`src/scip_defines.vh`:
```
// constants for the smbus configuration port
`ifndef SCIP_DEFINES_VH
`define SCIP_DEFINES_VH
`define SCIP_CLK_MHZ        125
`define SCIP_REF_LOSS_NS    1000
`define SCIP_REF_LOSS_CYC   ((`SCIP_REF_LOSS_NS * `SCIP_CLK_MHZ) / 1000)
`define SCIP_REG_OUT_EN     8'h00
`define SCIP_PAIR1_BIT      5
`define SCIP_PAIR0_BIT      3
`define SCIP_OUT_EN_RST     8'hff
`define SCIP_OUT_EN_RSVD    8'hd7
`define SCIP_UNMAPPED_RD    8'h00
`define SCIP_READ_COUNT     8'h08
`define SCIP_ADDR_SEL0      7'h50
`define SCIP_ADDR_SEL1      7'h51
`endif

```
`src/scip_pair_buf.v`:
```
// two-entry buffer between byte receiver and register file
`timescale 1ns/1ps
`default_nettype none
module scip_pair_buf #(
   parameter WIDTH = 16
) (
   input  wire             core_clk_in,
   input  wire             rstn_in,
   input  wire             in_valid_in,
   output wire             in_ready_out,
   input  wire [WIDTH-1:0] in_data_in,
   output wire             out_valid_out,
   input  wire             out_ready_in,
   output wire [WIDTH-1:0] out_data_out
);
   reg [WIDTH-1:0] mem [0:1];
   reg             wr_ptr;
   reg             rd_ptr;
   reg [1:0]       count;
   wire            push;
   wire            pop;

   assign in_ready_out  = (count != 2'd2);
   assign out_valid_out = (count != 2'd0);
   assign out_data_out  = mem[rd_ptr];
   assign push          = in_valid_in & in_ready_out;
   assign pop           = out_valid_out & out_ready_in;

   always @(posedge core_clk_in or negedge rstn_in) begin
      if (!rstn_in) begin
         wr_ptr <= 1'b0;
         rd_ptr <= 1'b0;
         count  <= 2'd0;
         mem[0] <= {WIDTH{1'b0}};
         mem[1] <= {WIDTH{1'b0}};
      end else begin
         if (push) begin
            mem[wr_ptr] <= in_data_in;
            wr_ptr      <= ~wr_ptr;
         end
         if (pop)
            rd_ptr <= ~rd_ptr;
         if (push && !pop)
            count <= count + 2'd1;
         else if (pop && !push)
            count <= count - 2'd1;
      end
   end
endmodule // scip_pair_buf
`default_nettype wire

```
`src/scip_smbus_port.v`:
```
// smbus target with indexed block access and output-pair enable byte
// Operation
// - device acknowledges the starting index byte after its address
// - byte count follows index and is acknowledged, then data bytes until stop, count value unused
// - each written data byte is acknowledged and stored while the buffer has room, index advances
// - device sends the byte count first after read address acknowledge
// - register bytes follow from index n onward, one at a time
// - target address comes from select pin latched once after reset
// - byte 0 bit 5 enables pair 1, reset one
// - byte 0 bit 3 enables pair 0, reset one
// - cleared software enable overrides hardware enable pin, pair low
// - port answers only while the reference clock runs
`timescale 1ns/1ps
`default_nettype none
`include "scip_defines.vh"
module scip_smbus_port #(
   parameter REF_LOSS_CYC = `SCIP_REF_LOSS_CYC
) (
   input  wire       core_clk_in,
   input  wire       rstn_in,
   input  wire       scl_in,
   input  wire       sda_in,
   output wire       sda_out,
   output wire       sda_oe_out,
   input  wire       target_address_select_pin_in,
   input  wire       ref_clk_in,
   input  wire       pair0_hw_enable_n_in,
   input  wire       pair1_hw_enable_n_in,
   output reg        pair0_run_out,
   output reg        pair1_run_out,
   output reg        ref_running_out
);
   localparam ST_IDLE  = 3'd0;
   localparam ST_ADDR  = 3'd1;
   localparam ST_INDEX = 3'd2;
   localparam ST_COUNT = 3'd3;
   localparam ST_WDATA = 3'd4;
   localparam ST_ACK   = 3'd5;
   localparam ST_TX    = 3'd6;
   localparam ST_RACK  = 3'd7;
   localparam [7:0] EN_RST = `SCIP_OUT_EN_RST;

   reg [1:0]  scl_sync;
   reg [1:0]  sda_sync;
   reg [1:0]  ref_sync;
   reg [1:0]  sel_sync;
   reg [1:0]  hw0_sync;
   reg [1:0]  hw1_sync;
   reg        scl_d;
   reg        sda_d;
   reg        ref_d;
   reg [15:0] ref_cnt;
   reg [1:0]  lat_cnt;
   reg [6:0]  target_addr;
   reg [2:0]  state;
   reg [2:0]  after_ack;
   reg [3:0]  bit_cnt;
   reg [7:0]  shreg;
   reg [7:0]  index;
   reg        send_count;
   reg        host_ack;
   reg        pair0_sw_enable;
   reg        pair1_sw_enable;

   wire       scl_s = scl_sync[1];
   wire       sda_s = sda_sync[1];
   wire       scl_rise = scl_s & ~scl_d;
   wire       scl_fall = ~scl_s & scl_d;
   wire       bus_start = scl_s & scl_d & sda_d & ~sda_s;
   wire       bus_stop  = scl_s & scl_d & ~sda_d & sda_s;
   wire       rd_fetch;
   wire       buf_in_ready;
   wire       buf_valid;
   wire       wr_push;
   wire [15:0] buf_data;

   function [7:0] reg_read;
      input [7:0] idx;
      input       en0;
      input       en1;
      begin
         reg_read = `SCIP_UNMAPPED_RD;
         if (idx == `SCIP_REG_OUT_EN) begin
            reg_read = `SCIP_OUT_EN_RSVD;
            reg_read[`SCIP_PAIR1_BIT] = en1;
            reg_read[`SCIP_PAIR0_BIT] = en0;
         end
      end
   endfunction

   // only the open-drain low is ever driven
   assign sda_out    = 1'b0;
   assign sda_oe_out = (state == ST_ACK) | ((state == ST_TX) & ~shreg[7]);
   assign rd_fetch   = scl_fall & (((state == ST_ACK) & (after_ack == ST_TX))
                       | ((state == ST_RACK) & host_ack));
   assign wr_push    = scl_fall & (state == ST_WDATA) & (bit_cnt == 4'd8)
                       & buf_in_ready;

   // pins cross into core clock through two flops
   always @(posedge core_clk_in or negedge rstn_in) begin
      if (!rstn_in) begin
         scl_sync <= 2'b11;
         sda_sync <= 2'b11;
         ref_sync <= 2'b00;
         sel_sync <= 2'b00;
         hw0_sync <= 2'b11;
         hw1_sync <= 2'b11;
         scl_d    <= 1'b1;
         sda_d    <= 1'b1;
         ref_d    <= 1'b0;
      end else begin
         scl_sync <= {scl_sync[0], scl_in};
         sda_sync <= {sda_sync[0], sda_in};
         ref_sync <= {ref_sync[0], ref_clk_in};
         sel_sync <= {sel_sync[0], target_address_select_pin_in};
         hw0_sync <= {hw0_sync[0], pair0_hw_enable_n_in};
         hw1_sync <= {hw1_sync[0], pair1_hw_enable_n_in};
         scl_d    <= scl_s;
         sda_d    <= sda_s;
         ref_d    <= ref_sync[1];
      end
   end

   always @(posedge core_clk_in or negedge rstn_in) begin
      if (!rstn_in) begin
         ref_cnt         <= 16'h0000;
         ref_running_out <= 1'b0;
      end else if (ref_sync[1] != ref_d) begin
         ref_cnt         <= 16'h0000;
         ref_running_out <= 1'b1;
      end else if (ref_cnt >= REF_LOSS_CYC[15:0]) begin
         ref_running_out <= 1'b0;
      end else begin
         ref_cnt <= ref_cnt + 16'h0001;
      end
   end

   // latch select once, pin changes later ignored
   always @(posedge core_clk_in or negedge rstn_in) begin
      if (!rstn_in) begin
         lat_cnt     <= 2'd0;
         target_addr <= `SCIP_ADDR_SEL0;
      end else if (lat_cnt != 2'd3) begin
         lat_cnt <= lat_cnt + 2'd1;
         if (lat_cnt == 2'd2)
            target_addr <= sel_sync[1] ? `SCIP_ADDR_SEL1 : `SCIP_ADDR_SEL0;
      end
   end

   always @(posedge core_clk_in or negedge rstn_in) begin
      if (!rstn_in) begin
         state      <= ST_IDLE;
         after_ack  <= ST_IDLE;
         bit_cnt    <= 4'd0;
         shreg      <= 8'hff;
         index      <= 8'h00;
         send_count <= 1'b0;
         host_ack   <= 1'b0;
      end else if (!ref_running_out || bus_stop) begin
         state <= ST_IDLE;
      end else if (bus_start) begin
         state   <= ST_ADDR;
         bit_cnt <= 4'd0;
      end else begin
         case (state)
         ST_ADDR, ST_INDEX, ST_COUNT, ST_WDATA: begin
            if (scl_rise && bit_cnt != 4'd8) begin
               shreg   <= {shreg[6:0], sda_s};
               bit_cnt <= bit_cnt + 4'd1;
            end else if (scl_fall && bit_cnt == 4'd8) begin
               bit_cnt <= 4'd0;
               state   <= ST_ACK;
               if (state == ST_ADDR) begin
                  if (shreg[7:1] != target_addr)
                     state <= ST_IDLE;
                  else if (shreg[0]) begin
                     after_ack  <= ST_TX;
                     send_count <= 1'b1;
                  end else
                     after_ack <= ST_INDEX;
               end else if (state == ST_INDEX) begin
                  index     <= shreg;
                  after_ack <= ST_COUNT;
               end else if (state == ST_COUNT) begin
                  after_ack <= ST_WDATA;
               end else begin
                  after_ack <= ST_WDATA;
                  index     <= index + 8'h01;
                  if (!buf_in_ready)
                     state <= ST_IDLE;
               end
            end
         end
         ST_ACK: begin
            if (scl_fall) begin
               state <= after_ack;
               if (after_ack == ST_TX) begin
                  send_count <= 1'b0;
                  // count first, then bytes from n
                  if (send_count)
                     shreg <= `SCIP_READ_COUNT;
                  else begin
                     shreg <= reg_read(index, pair0_sw_enable,
                                       pair1_sw_enable);
                     index <= index + 8'h01;
                  end
               end
            end
         end
         ST_TX: begin
            if (scl_fall) begin
               if (bit_cnt == 4'd7) begin
                  bit_cnt <= 4'd0;
                  shreg   <= 8'hff;
                  state   <= ST_RACK;
               end else begin
                  bit_cnt <= bit_cnt + 4'd1;
                  shreg   <= {shreg[6:0], 1'b1};
               end
            end
         end
         ST_RACK: begin
            if (scl_rise)
               host_ack <= ~sda_s;
            else if (scl_fall) begin
               if (host_ack) begin
                  state <= ST_TX;
                  shreg <= reg_read(index, pair0_sw_enable, pair1_sw_enable);
                  index <= index + 8'h01;
               end else
                  state <= ST_IDLE;
            end
         end
         default: state <= ST_IDLE;
         endcase
      end
   end

   // a full buffer turns the data acknowledge into a nack
   scip_pair_buf #(
      .WIDTH (16)
   ) u_buf (
      .core_clk_in   (core_clk_in),
      .rstn_in       (rstn_in),
      .in_valid_in   (wr_push),
      .in_ready_out  (buf_in_ready),
      .in_data_in    ({index, shreg}),
      .out_valid_out (buf_valid),
      .out_ready_in  (~rd_fetch),
      .out_data_out  (buf_data)
   );

   // drain stalls on read fetch cycles to keep reads coherent
   always @(posedge core_clk_in or negedge rstn_in) begin
      if (!rstn_in) begin
         pair0_sw_enable <= EN_RST[`SCIP_PAIR0_BIT];
         pair1_sw_enable <= EN_RST[`SCIP_PAIR1_BIT];
      end else if (buf_valid && !rd_fetch
                   && buf_data[15:8] == `SCIP_REG_OUT_EN) begin
         pair1_sw_enable <= buf_data[`SCIP_PAIR1_BIT];
         pair0_sw_enable <= buf_data[`SCIP_PAIR0_BIT];
      end
   end

   always @(posedge core_clk_in or negedge rstn_in) begin
      if (!rstn_in) begin
         pair0_run_out <= 1'b0;
         pair1_run_out <= 1'b0;
      end else begin
         pair0_run_out <= pair0_sw_enable & ~hw0_sync[1];
         pair1_run_out <= pair1_sw_enable & ~hw1_sync[1];
      end
   end
endmodule // scip_smbus_port
`default_nettype wire

```
`config.mk`:
```
export PLATFORM = sky130hd
export DESIGN_NAME = scip_smbus_port
export DESIGN_NICKNAME = d
export VERILOG_FILES = /design/src/scip_pair_buf.v /design/src/scip_smbus_port.v
export VERILOG_INCLUDE_DIRS = /design/src
export SDC_FILE = /design/constraint.sdc
export NUM_CORES = 1
export LEC_CHECK = 0
export ABC_AREA = 1
export BUFFER_PORTS_ARGS = -buffer_cell sky130_fd_sc_hd__buf_2
export CELL_PAD_IN_SITES_DETAIL_PLACEMENT = 2
export CELL_PAD_IN_SITES_GLOBAL_PLACEMENT = 2
export CORE_ASPECT_RATIO = 0.7
export CORE_MARGIN = 2
export CORE_UTILIZATION = 41
export DETAILED_ROUTE_END_ITERATION = 7
export PLACE_DENSITY = 0.84
export SLEW_MARGIN = 0
export SYNTH_ARGS = -nofsm -noshare
export SYNTH_HDL_FRONTEND = slang
export SYNTH_SLANG_ARGS = --single-unit
```
`constraint.sdc`:
```
create_clock -name core_clk_in -period 4 [get_ports core_clk_in]
set_input_delay 0.4 -clock core_clk_in [delete_from_list [all_inputs] [get_ports core_clk_in]]
set_output_delay 0.4 -clock core_clk_in [all_outputs]
set_load 0.02 [all_outputs]
```
Yosys cells after proc, flatten, opt, wreduce, memory -nomap -nowiden
Index checks and enable logic that the tools add are counted.
{"block": "totals", "regBits": 109, "input_bits": 8}
{"block": "op_classes", "add_sub_neg": 6, "magnitude_cmp": 4, "n_eq_ne": 42, "n_mux": 70, "n_bitwise": 35, "reduce_logical": 30}
{"cell": "8-bit 2-to-1 mux", "n": 21}
{"cell": "16-bit 2-to-1 mux", "n": 6}
{"cell": "3-bit 2-to-1 mux", "n": 19}
{"cell": "2-bit != test, second input constant", "n": 17}
{"cell": "32-bit bitwise mux", "n": 1}
{"cell": "8-bit case mux with 4 select lines", "n": 1}
{"cell": "8-bit case mux with 3 select lines", "n": 1}
{"cell": "4-bit 2-to-1 mux", "n": 5}
{"cell": "10-bit AND reduction", "n": 2}
{"cell": "1-bit AND", "n": 18}
{"cell": "16-bit by 1-bit adder with 16-bit output, second input constant", "n": 1}
{"cell": "16-bit demux with 1-bit select", "n": 1}
{"cell": "16-bit by 7-bit >= comparator with 1-bit output, second input constant", "n": 1}
{"cell": "8-bit zero test", "n": 2}
{"cell": "4-bit by 3-bit != test with 1-bit output, second input constant", "n": 4}
{"cell": "4-bit != test, second input constant", "n": 4}
{"cell": "3-bit equality test, second input constant", "n": 5}
{"cell": "1-bit NOT", "n": 13}
{"cell": "13-bit AND reduction", "n": 1}
{"cell": "3-bit case mux with 4 select lines", "n": 1}
{"cell": "1-bit 2-to-1 mux", "n": 10}
{"cell": "8-bit by 1-bit adder with 8-bit output, second input constant", "n": 1}
{"cell": "4-bit case mux with 2 select lines", "n": 1}
{"cell": "4-bit AND reduction", "n": 2}
{"cell": "29 further kinds", "n": 49}

Logic depth before layout (Yosys ltp)
Gate-level depths: netlist of the first run.
{"block": "depth", "word_depth": 10, "depth_mapped": 11}

Hierarchy
A second synthesis of the first run with hierarchy kept.
{"block": "hier_totals", "hier_cells": 680, "area_unflattened_um2": 5316.3}
{"module": "scip_smbus_port", "n_inst": 1, "cells_each": 459, "area_per_inst_um2": 3537.1, "seq_area_each_um2": 1701.6}
{"module": "scip_pair_buf", "n_inst": 1, "cells_each": 221, "area_per_inst_um2": 1779.2, "seq_area_each_um2": 900.9}

Least setup slack after synthesis of the first run
No wires, ideal clock.
{"block": "synth_timing", "kind": "register to register", "start": "reg scl_d", "end": "reg u_buf.count[1]", "setup_ns": 0.131, "arrival_time_ns": 1.766, "required_ns": 3.869, "setup_slack_ns": 2.103, "path_stages_with_launch": 11, "path_buffers": 1, "synth_period_minus_slack_ns": 1.897, "cell_sequence": "dfstp_2 nand2_2 inv_2 nand3_4 or2_1 buf_6 inv_1 ha_1 a21oi_1 o21ai_0 xor2_1"}
{"block": "synth_via", "elab_chain_len": 8, "elab_cells_between_ends": 14}
{"item": "start, declared", "line": "scip_smbus_port.v:49", "rtl": "reg scl_d;"}
{"item": "start signal, assigned", "line": "scip_smbus_port.v:118", "rtl": "scl_d <= scl_s;"}
{"item": "1-bit AND *", "line": "scip_smbus_port.v:68", "rtl": "wire scl_fall = ~scl_s & scl_d;"}
{"item": "1-bit AND * (2 in series)", "line": "scip_smbus_port.v:96", "rtl": "assign wr_push = scl_fall & (state == ST_WDATA) & (bit_cnt == 4'd8)"}
{"item": "1-bit AND *", "line": "scip_smbus_port.v:97", "rtl": "& buf_in_ready;"}
{"item": "1-bit AND *", "line": "scip_pair_buf.v:26", "rtl": "assign push = in_valid_in & in_ready_out;"}
{"item": "net u_buf.push", "line": "scip_pair_buf.v:20", "rtl": "wire push;"}
{"item": "1-bit zero test", "line": "scip_pair_buf.v:45", "rtl": "else if (pop && !push)"}
{"item": "1-bit logical AND", "line": "scip_pair_buf.v:45"}
{"item": "2-bit nonzero test (no source line)"}
{"item": "end signal, assigned", "line": "scip_pair_buf.v:44", "rtl": "count <= count + 2'd1;"}
{"item": "end signal, assigned", "line": "scip_pair_buf.v:46", "rtl": "count <= count - 2'd1;"}
{"item": "end, declared", "line": "scip_pair_buf.v:19", "rtl": "reg [1:0] count;"}
The timed path passes the listed nets; every way through them passes the cells marked *.
A chain may end at the register's enable or synchronous reset.

Worst setup path in the final report of the first run
{"block": "layout_timing", "start": "reg state[2]", "end": "out sda_oe_out"}
{"block": "layout_via", "elab_chain_len": 3, "elab_cells_between_ends": 4}
{"item": "start, declared", "line": "scip_smbus_port.v:55", "rtl": "reg [2:0] state;"}
{"item": "start signal, assigned", "line": "scip_smbus_port.v:196", "rtl": "state <= after_ack;"}
{"item": "3-bit equality test", "line": "scip_smbus_port.v:93", "rtl": "assign sda_oe_out = (state == ST_ACK) | ((state == ST_TX) & ~shreg[7]);"}
{"item": "1-bit AND", "line": "scip_smbus_port.v:93"}
{"item": "1-bit OR *", "line": "scip_smbus_port.v:93"}
{"item": "end, declared", "line": "scip_smbus_port.v:24", "rtl": "output wire sda_oe_out,"}
Every way passes the cells marked *; elsewhere a longest branch is shown, timed or not.

==> qor.txt, run 1 <==
Power Dens Cells -> 516 nW/um^2
post-DP HPWL -> 9.84 mm
fmax -> 0.431 GHz
footprint of the multi-input gates -> 2050 um^2
crit path time final -> 2.32 ns
startpoint class of the critical path -> flip-flop
most common cell in the netlist -> nand2_1
first-pass GRT wire length -> 23.3 mm
Worst Path Arrival -> 1.92 ns
Slew @ Worst Pin -> 0.831 ns
Critical path buffers and inverters -> 2
ANT nets after route -> 0
die height -> 93.4 um
Synth Cell Area -> 4680 um^2
clock sinks -> 91
Critical Path Start -> state[2]$_DFFE_PN0P_
GRT Total Usage -> 24.5%
asr flop ratio synth -> 100%
cts hold-fix bufs -> 0
DP Area -> 4860 um^2
met2 WL -> 6.88 mm
Die X -> 132 um
GPL Wtd Cong -> 0.843
flops & latches, synth -> 91
Max-slew headroom -> 44.6%
metal3 WL -> 303 um
vias per cell -> 5.18
Worst Hold Class -> in -> reg
register area share after synthesis -> 49.2%
Starting Density -> 42.3%
critical path, cell by cell -> nand2_1 > nor2_1 > inv_1 > o21ai_0 > buf_2
fin area -> 5170 um^2
Post-synth top cells -> 176 x nand2_1, 71 x dfrtp_1, 62 x inv_1, 54 x nor2_1, 53 x nand3_1
top cells by area, synth -> dfrtp_1 38%, nand2_1 14%, dfstp_2 11%, nand3_1 5.7%, inv_1 5.0%
syn_area_per_cell -> 8.22 um^2
hold slack -> 0.145 ns
CP Capture Type -> primary output
final hold vios -> 0
clock insertion delay at the later pin of the skew report -> 0.35 ns
CTS tree -> yes
final setup violation count -> 0
leak pwr -> 2.54 nW
post-synth top area cell -> dfrtp_1
layout cells sized above 1 -> 13.1%
CP max FO -> 7
fillers -> 1,266
fin nets -> 602
hold_sp -> sda_in
Post-synth EDFFs -> 0
n_diodes -> 0
Post-CTS Repair Setup Buffers -> 0
Setup TNS -> 0 ns
FF-to-FF Start -> scl_sync[1]$_DFF_PN1_
Area Overhead vs Synth -> 10.5%
critical path class -> reg -> out
R2R setup slack -> 1.72 ns
Max Used Layer -> met4
register clock-pin slew on the reported worst setup and hold paths -> 0.07 ns
detailed-route via count -> 3,840
H-tree levels -> 3
wire per inst -> 18.6 um
vias in the first global route -> 4,334
CORE AREA -> 11,100 um^2
CP peak stage delay -> 0.52 ns
Syn Inst Count -> 569
# DRC -> 0
Max Slew Vio Count -> 0
grt ovf -> 0
Required @ worst endpoint -> 3.60 ns
largest net degree at the start of global routing -> 66
RSZ-0062 raised after global routing -> no
Max Cap Viol -> 0
Max VDD drop -> 0.280 mV
# resized after CTS -> 0
M1 WL -> 6.47 mm
# IOs -> 13
1st-pass router iterations -> 4
Root Driver -> clkbuf_16
yosys synthesis warning count -> 0
syn nets -> 587
Synth cell types -> 39
final WL -> 13.8 mm
status -> complete, no violations
port bufs -> 11
CP top delay family -> simple AND/OR/NAND/NOR gates
antenna violations before repair -> 0
CTS Buffer Depth -> 2
clk_skew -> 0.0167 ns
crit path max-delay cell type -> dfrtp_1
ys flop type -> dfrtp_1
Final Cycle Share -> 58.1%
Die ar. -> 12,300 um^2
Sequential Area -> 2300 um^2
top-area cell type share of the netlist area -> 38.0%
initial drt markers -> 142
number of CTS-inserted buffers -> 9
FP Rows -> 32
-- where the power goes --
| part | leakage (nW) | total [W] | switching, W | internal [W] |
|---|---|---|---|---|
| clock network | 0.148 | 0.000893 | 0.000373 | 0.000520 |
| registers | 1.16 | 0.00113 | 0.000100 | 0.00103 |
| logic | 1.23 | 0.000644 | 0.000455 | 0.000189 |
-- stage by stage --
stage	instances	power (W)	util [%]	worst slack, ns
global route	742	0.00283	46.8	1.52
finish	742	0.00267	46.8	1.68
global placement	726	0.00174	44.0	1.87
detailed placement	726	0.00178	44.0	1.74
floorplan	569	0.00156	-	2.10
CTS	742	0.00270	46.8	1.70
-- kinds of logic (layout without fill, tap and decap cells) --
| group | after synthesis | in the layout | share of synthesized area (%) |
|---|---|---|---|
| other cells | 1 | 1 | 0.0801 |
| xor+xnor | 12 | 12 | 2.25 |
| compound gates | 68 | 68 | 9.06 |
| buf+inv | 75 | 95 | 7.03 |
| fa+ha+maj | 10 | 10 | 2.67 |
| simple gates | 312 | 312 | 29.7 |
| flops | 91 | 91 | 49.2 |
-- sequential cells by signal (all words and copies together), names as in the netlist, 2 cells and up --
register / cells
lat_cnt: 2
ref_sync: 2
sda_sync: 2
shreg: 8
ref_cnt: 16
sel_sync: 2
after_ack: 3
u_buf.mem: 20
bit_cnt: 4
state: 3
index: 8
hw1_sync: 2
hw0_sync: 2
u_buf.count: 2
scl_sync: 2
-- cell usage in the layout (no fill, tap or decap), types with 2 or more instances in the layout --
cell | Yosys | final
a21oi_1 | 10 | 10
buf_2 | 0 | 10
buf_4 | 1 | 2
clkbuf_16 | 0 | 9
clkbuf_8 | 0 | 2
clkinvlp_4 | 0 | 2
dfrtp_1 | 71 | 71
dfstp_2 | 20 | 20
ha_1 | 10 | 10
inv_1 | 62 | 62
inv_2 | 4 | 4
nand2_1 | 176 | 176
nand2_2 | 3 | 3
nand3_1 | 53 | 53
nand3_2 | 2 | 2
nand3_4 | 2 | 2
nand4_1 | 7 | 7
nor2_1 | 54 | 54
nor2_4 | 2 | 2
nor2_8 | 2 | 2
nor3_1 | 5 | 5
o211ai_1 | 5 | 5
o21a_1 | 12 | 12
o21ai_0 | 28 | 28
o21ai_2 | 7 | 7
o21bai_1 | 2 | 2
xnor2_1 | 4 | 4
xor2_1 | 8 | 8
-- final cells by class --
class	count	area share (%)
clock buffer	11	4.89
clock inverter	5	1.14
inverter	67	4.91
multi-input combinational	403	39.6
sequential	91	44.5
tap	153	3.70
timing repair buffer	12	1.26
-- per-layer routing --
layer | up-vias | GRT usage (%)
li1 | 1843 | -
met1 | 1948 | 31.4
met2 | 39 | 43.2
met3 | 10 | 4.01
met4 | 0 | 6.79
met5 | - | 0
-- worst paths after layout --
| kind | depth (start not counted) | endpoint |
|---|---|---|
| setup reg to reg | 10 | u_buf.count[1]$_DFFE_PN0P_ |
| hold / removal | 1 | sda_sync[0]$_DFF_PN1_ |
| hold reg to reg | 0 | ref_sync[1]$_DFF_PN0_ |
| max in group asynchronous | 2 | shreg[4]$_DFFE_PN1P_ |
| min in group asynchronous | 1 | ref_cnt[1]$_DFFE_PN0P_ |
| setup / recovery | 5 | sda_oe_out |
(Power assumes the default switching activity.)
==> inputs of run 2 (changes only) <==
--- a/config.mk
+++ b/config.mk
@@ -12,9 +12,9 @@
 export CELL_PAD_IN_SITES_GLOBAL_PLACEMENT = 2
 export CORE_ASPECT_RATIO = 0.7
 export CORE_MARGIN = 2
-export CORE_UTILIZATION = 41
+export CORE_UTILIZATION = 38
 export DETAILED_ROUTE_END_ITERATION = 7
-export PLACE_DENSITY = 0.84
+export PLACE_DENSITY = 0.79
 export SLEW_MARGIN = 0
 export SYNTH_ARGS = -nofsm -noshare
 export SYNTH_HDL_FRONTEND = slang
==> constraint.sdc (replaced) <==
create_clock -name core_clk_in -period 2.15 [get_ports core_clk_in]
set_input_delay 0.215 -clock core_clk_in [delete_from_list [all_inputs] [get_ports core_clk_in]]
set_output_delay 0.215 -clock core_clk_in [all_outputs]
set_load 0.02 [all_outputs]
==> run 2 against run 1 <==
  * Register-to-register slack lost 1.6 ns
  * Critical path type is now reg -> reg
  * Largest cell class unchanged
  * Sequential share of layout area is 1.3 points lower
  * Core utilization decreased by 1.8 points
  * Worst hold slack improved by 0.20 ns
==> qor.txt, run 2 (same netlist as run 1, synthesis figures left out) <==
clock insertion delay at the later pin of the skew report -> 0.35 ns (about the same)
Final Power -> 0.00483 W (+81%)
layout cells sized above 1 -> 15.6% (+2.5 points)
Worst Hold Class -> in -> async
cell total after placement -> 741 (+2.1%)
Final Cycle Share -> 95.3%
status -> complete, no violations
# DRC -> 0 (unchanged)
number of CTS-inserted buffers -> 9 (unchanged)
fin area -> 5330 um^2 (+3.1%)
fmax -> 0.488 GHz
final setup violation count -> 0 (unchanged)
vias in the first global route -> 4,360 (+0.60%)
antenna violations before repair -> 0 (unchanged)
post-DP HPWL -> 9.96 mm (+1.3%)
critical path class -> reg -> reg
Die X -> 137 um (+3.8%)
startpoint class of the critical path -> flip-flop
clk_skew -> 0.00911 ns (-0.00763 ns)
CORE AREA -> 11,900 um^2 (+7.2%)
largest net degree at the start of global routing -> 42 (-36%)
Required @ worst endpoint -> 2.37 ns (-1.23 ns)
register clock-pin slew on the reported worst setup and hold paths -> 0.07 ns (about the same)
Max Cap Viol -> 0 (unchanged)
1st-pass router iterations -> 4 (unchanged)
biggest regs -> u_buf.mem: 20 flops, ref_cnt: 16 flops
H-tree levels -> 3 (unchanged)
CP peak stage delay -> 0.46 ns (-0.06 ns)
first-pass GRT wire length -> 22.7 mm (-2.4%)
Worst Path Arrival -> 2.27 ns (+0.35 ns)
final hold vios -> 0 (unchanged)
DP Area -> 4960 um^2 (+2.1%)
CP Capture Type -> flip-flop
die height -> 96.8 um (+3.7%)
footprint of the multi-input gates -> 2060 um^2 (+0.55%)
grt ovf -> 0 (unchanged)
wire per inst -> 18.1 um (-2.7%)
Largest Register -> u_buf.mem
commonest cells after routing, fill and taps aside -> 175 x nand2_1, 68 x dfrtp_1, 62 x inv_1, 53 x nand3_1, 53 x nor2_1
CP max FO -> 7 (unchanged)
most common cell after layout, fill and taps aside -> nand2_1
max reg flops -> 20 (unchanged)
GPL Wtd Cong -> 0.839 (-0.52%)
Area Overhead vs Synth -> 14.0%
clock sinks -> 91 (unchanged)
detailed-route via count -> 3,895 (+1.4%)
final WL -> 13.8 mm (+0.41%)
initial drt markers -> 150 (+5.6%)
critical path, cell by cell -> nand2_1 > inv_1 > nand2_1 > o22ai_2 > nand2_2 > nand2_1 > ha_1 > a21oi_1 > o21ai_0 > xor2_1
Die ar. -> 13,200 um^2 (+7.6%)
port bufs -> 11 (unchanged)
number of cells in the finished layout apart from fillers -> 766 (+3.2%)
crit path time final -> 2.05 ns
ANT nets after route -> 0 (unchanged)
Starting Density -> 39.5% (-2.9 points)
FP Rows -> 33 (+3.1%)
GRT Total Usage -> 22.3% (-2.2 points)
fillers -> 1,333 (+5.3%)
Max Slew Vio Count -> 0 (unchanged)
leak pwr -> 2.61 nW (+2.8%)
Root Driver -> clkbuf_16
vias per cell -> 5.08 (-1.7%)
CTS tree -> yes
Sequential Area -> 2310 um^2 (+0.16%)
fin nets -> 622 (+3.3%)
Power Dens Cells -> 905 nW/um^2 (+75%)
Max VDD drop -> 0.385 mV (+38%)
Crit path top cell by count -> nand2_1
n_diodes -> 0 (unchanged)
Core Util, Final -> 45.0% (-1.8 points)
# IOs -> 13 (unchanged)
crit path max-delay cell type -> dfrtp_2
CTS Buffer Depth -> 2 (unchanged)
## run 2: final timing paths
| kind | start | to | slack, ns | depth (start not counted) |
|---|---|---|---|---|
| worst max-delay path | state[2]$_DFFE_PN0P_ | u_buf.count[1]$_DFFE_PN0P_ | 0.10 | 10 |
| worst min-delay path | rstn_in | u_buf.mem[31]$_DFFE_PN0P_ | 0.35 | 2 |
| worst max register to register | state[2]$_DFFE_PN0P_ | u_buf.count[1]$_DFFE_PN0P_ | 0.10 | 10 |
| worst min register to register | ref_sync[0]$_DFF_PN0_ | ref_sync[1]$_DFF_PN0_ | 0.35 | 0 |
| max in group asynchronous | rstn_in | scl_sync[1]$_DFF_PN1_ | 1.09 | 3 |
| min in group core_clk_in | ref_sync[0]$_DFF_PN0_ | ref_sync[1]$_DFF_PN0_ | 0.35 | 0 |
## run 2: repair_timing
| item | 4_1_cts | 5_1_grt |
|---|---|---|
| buffers inserted | 0 | 2 |
| endpoints found under the hold margin | 29 | 0 |
| resized for setup | 0 | 6 |
| setup endpoints to repair | 0 | 4 |
| hold buffers | 7 | 0 |
## run 2: area by class of cell
| class | instances | area share (%) |
|---|---|---|
| Clock inverter | 6 | 0.798 |
| Clock buffer | 10 | 4.29 |
| Sequential cell | 91 | 43.2 |
| Timing Repair Buffer | 32 | 4.60 |
| Multi-Input combinational cell | 403 | 38.6 |
| Tap cell | 157 | 3.68 |
| Inverter | 67 | 4.76 |
## run 2: power by group
part	switching [W]	internal, W	total, W
clock network	0.000702	0.000784	0.00149
logic	0.000859	0.000384	0.00124
registers	0.000176	0.00192	0.00210
total	0.00174	0.00309	0.00483
## run 2: metrics by stage
| stage | setup TNS [ns] | hold slack (ns) | setup WS [ns] |
|---|---|---|---|
| 6_report | 0 | 0.347 | 0.102 |
| 3_3_place_gp | 0 | 0.183 | 0.263 |
| 5_1_grt | -0.0843 | 0.363 | -0.0626 |
| 3_5_place_dp | 0 | 0.191 | 0.131 |
| 4_1_cts | 0 | 0.353 | 0.00652 |
| 2_1_floorplan | 0 | -0.0806 | 0.253 |
## run 2: worst max-delay path: cells and delay by family (launching register included)
| family | cells | cell delay (ns) |
|---|---|---|
| AO/OA/AOI/OAI | 3 | 0.36 |
| XOR/XNOR | 1 | 0.16 |
| adder cells (fa/ha/maj) | 1 | 0.34 |
| buffers and inverters | 1 | 0.07 |
| flip-flops | 1 | 0.46 |
| AND/OR/NAND/NOR | 4 | 0.54 |
## run 2: per-layer routing
metal	vias to the layer above	track usage, %	share of wire [%]
met4	0	4.57	1.0
met2	43	36.5	48
met5	-	0	0
met1	1961	30.8	48
met3	11	3.93	2.9
li1	1880	-	-
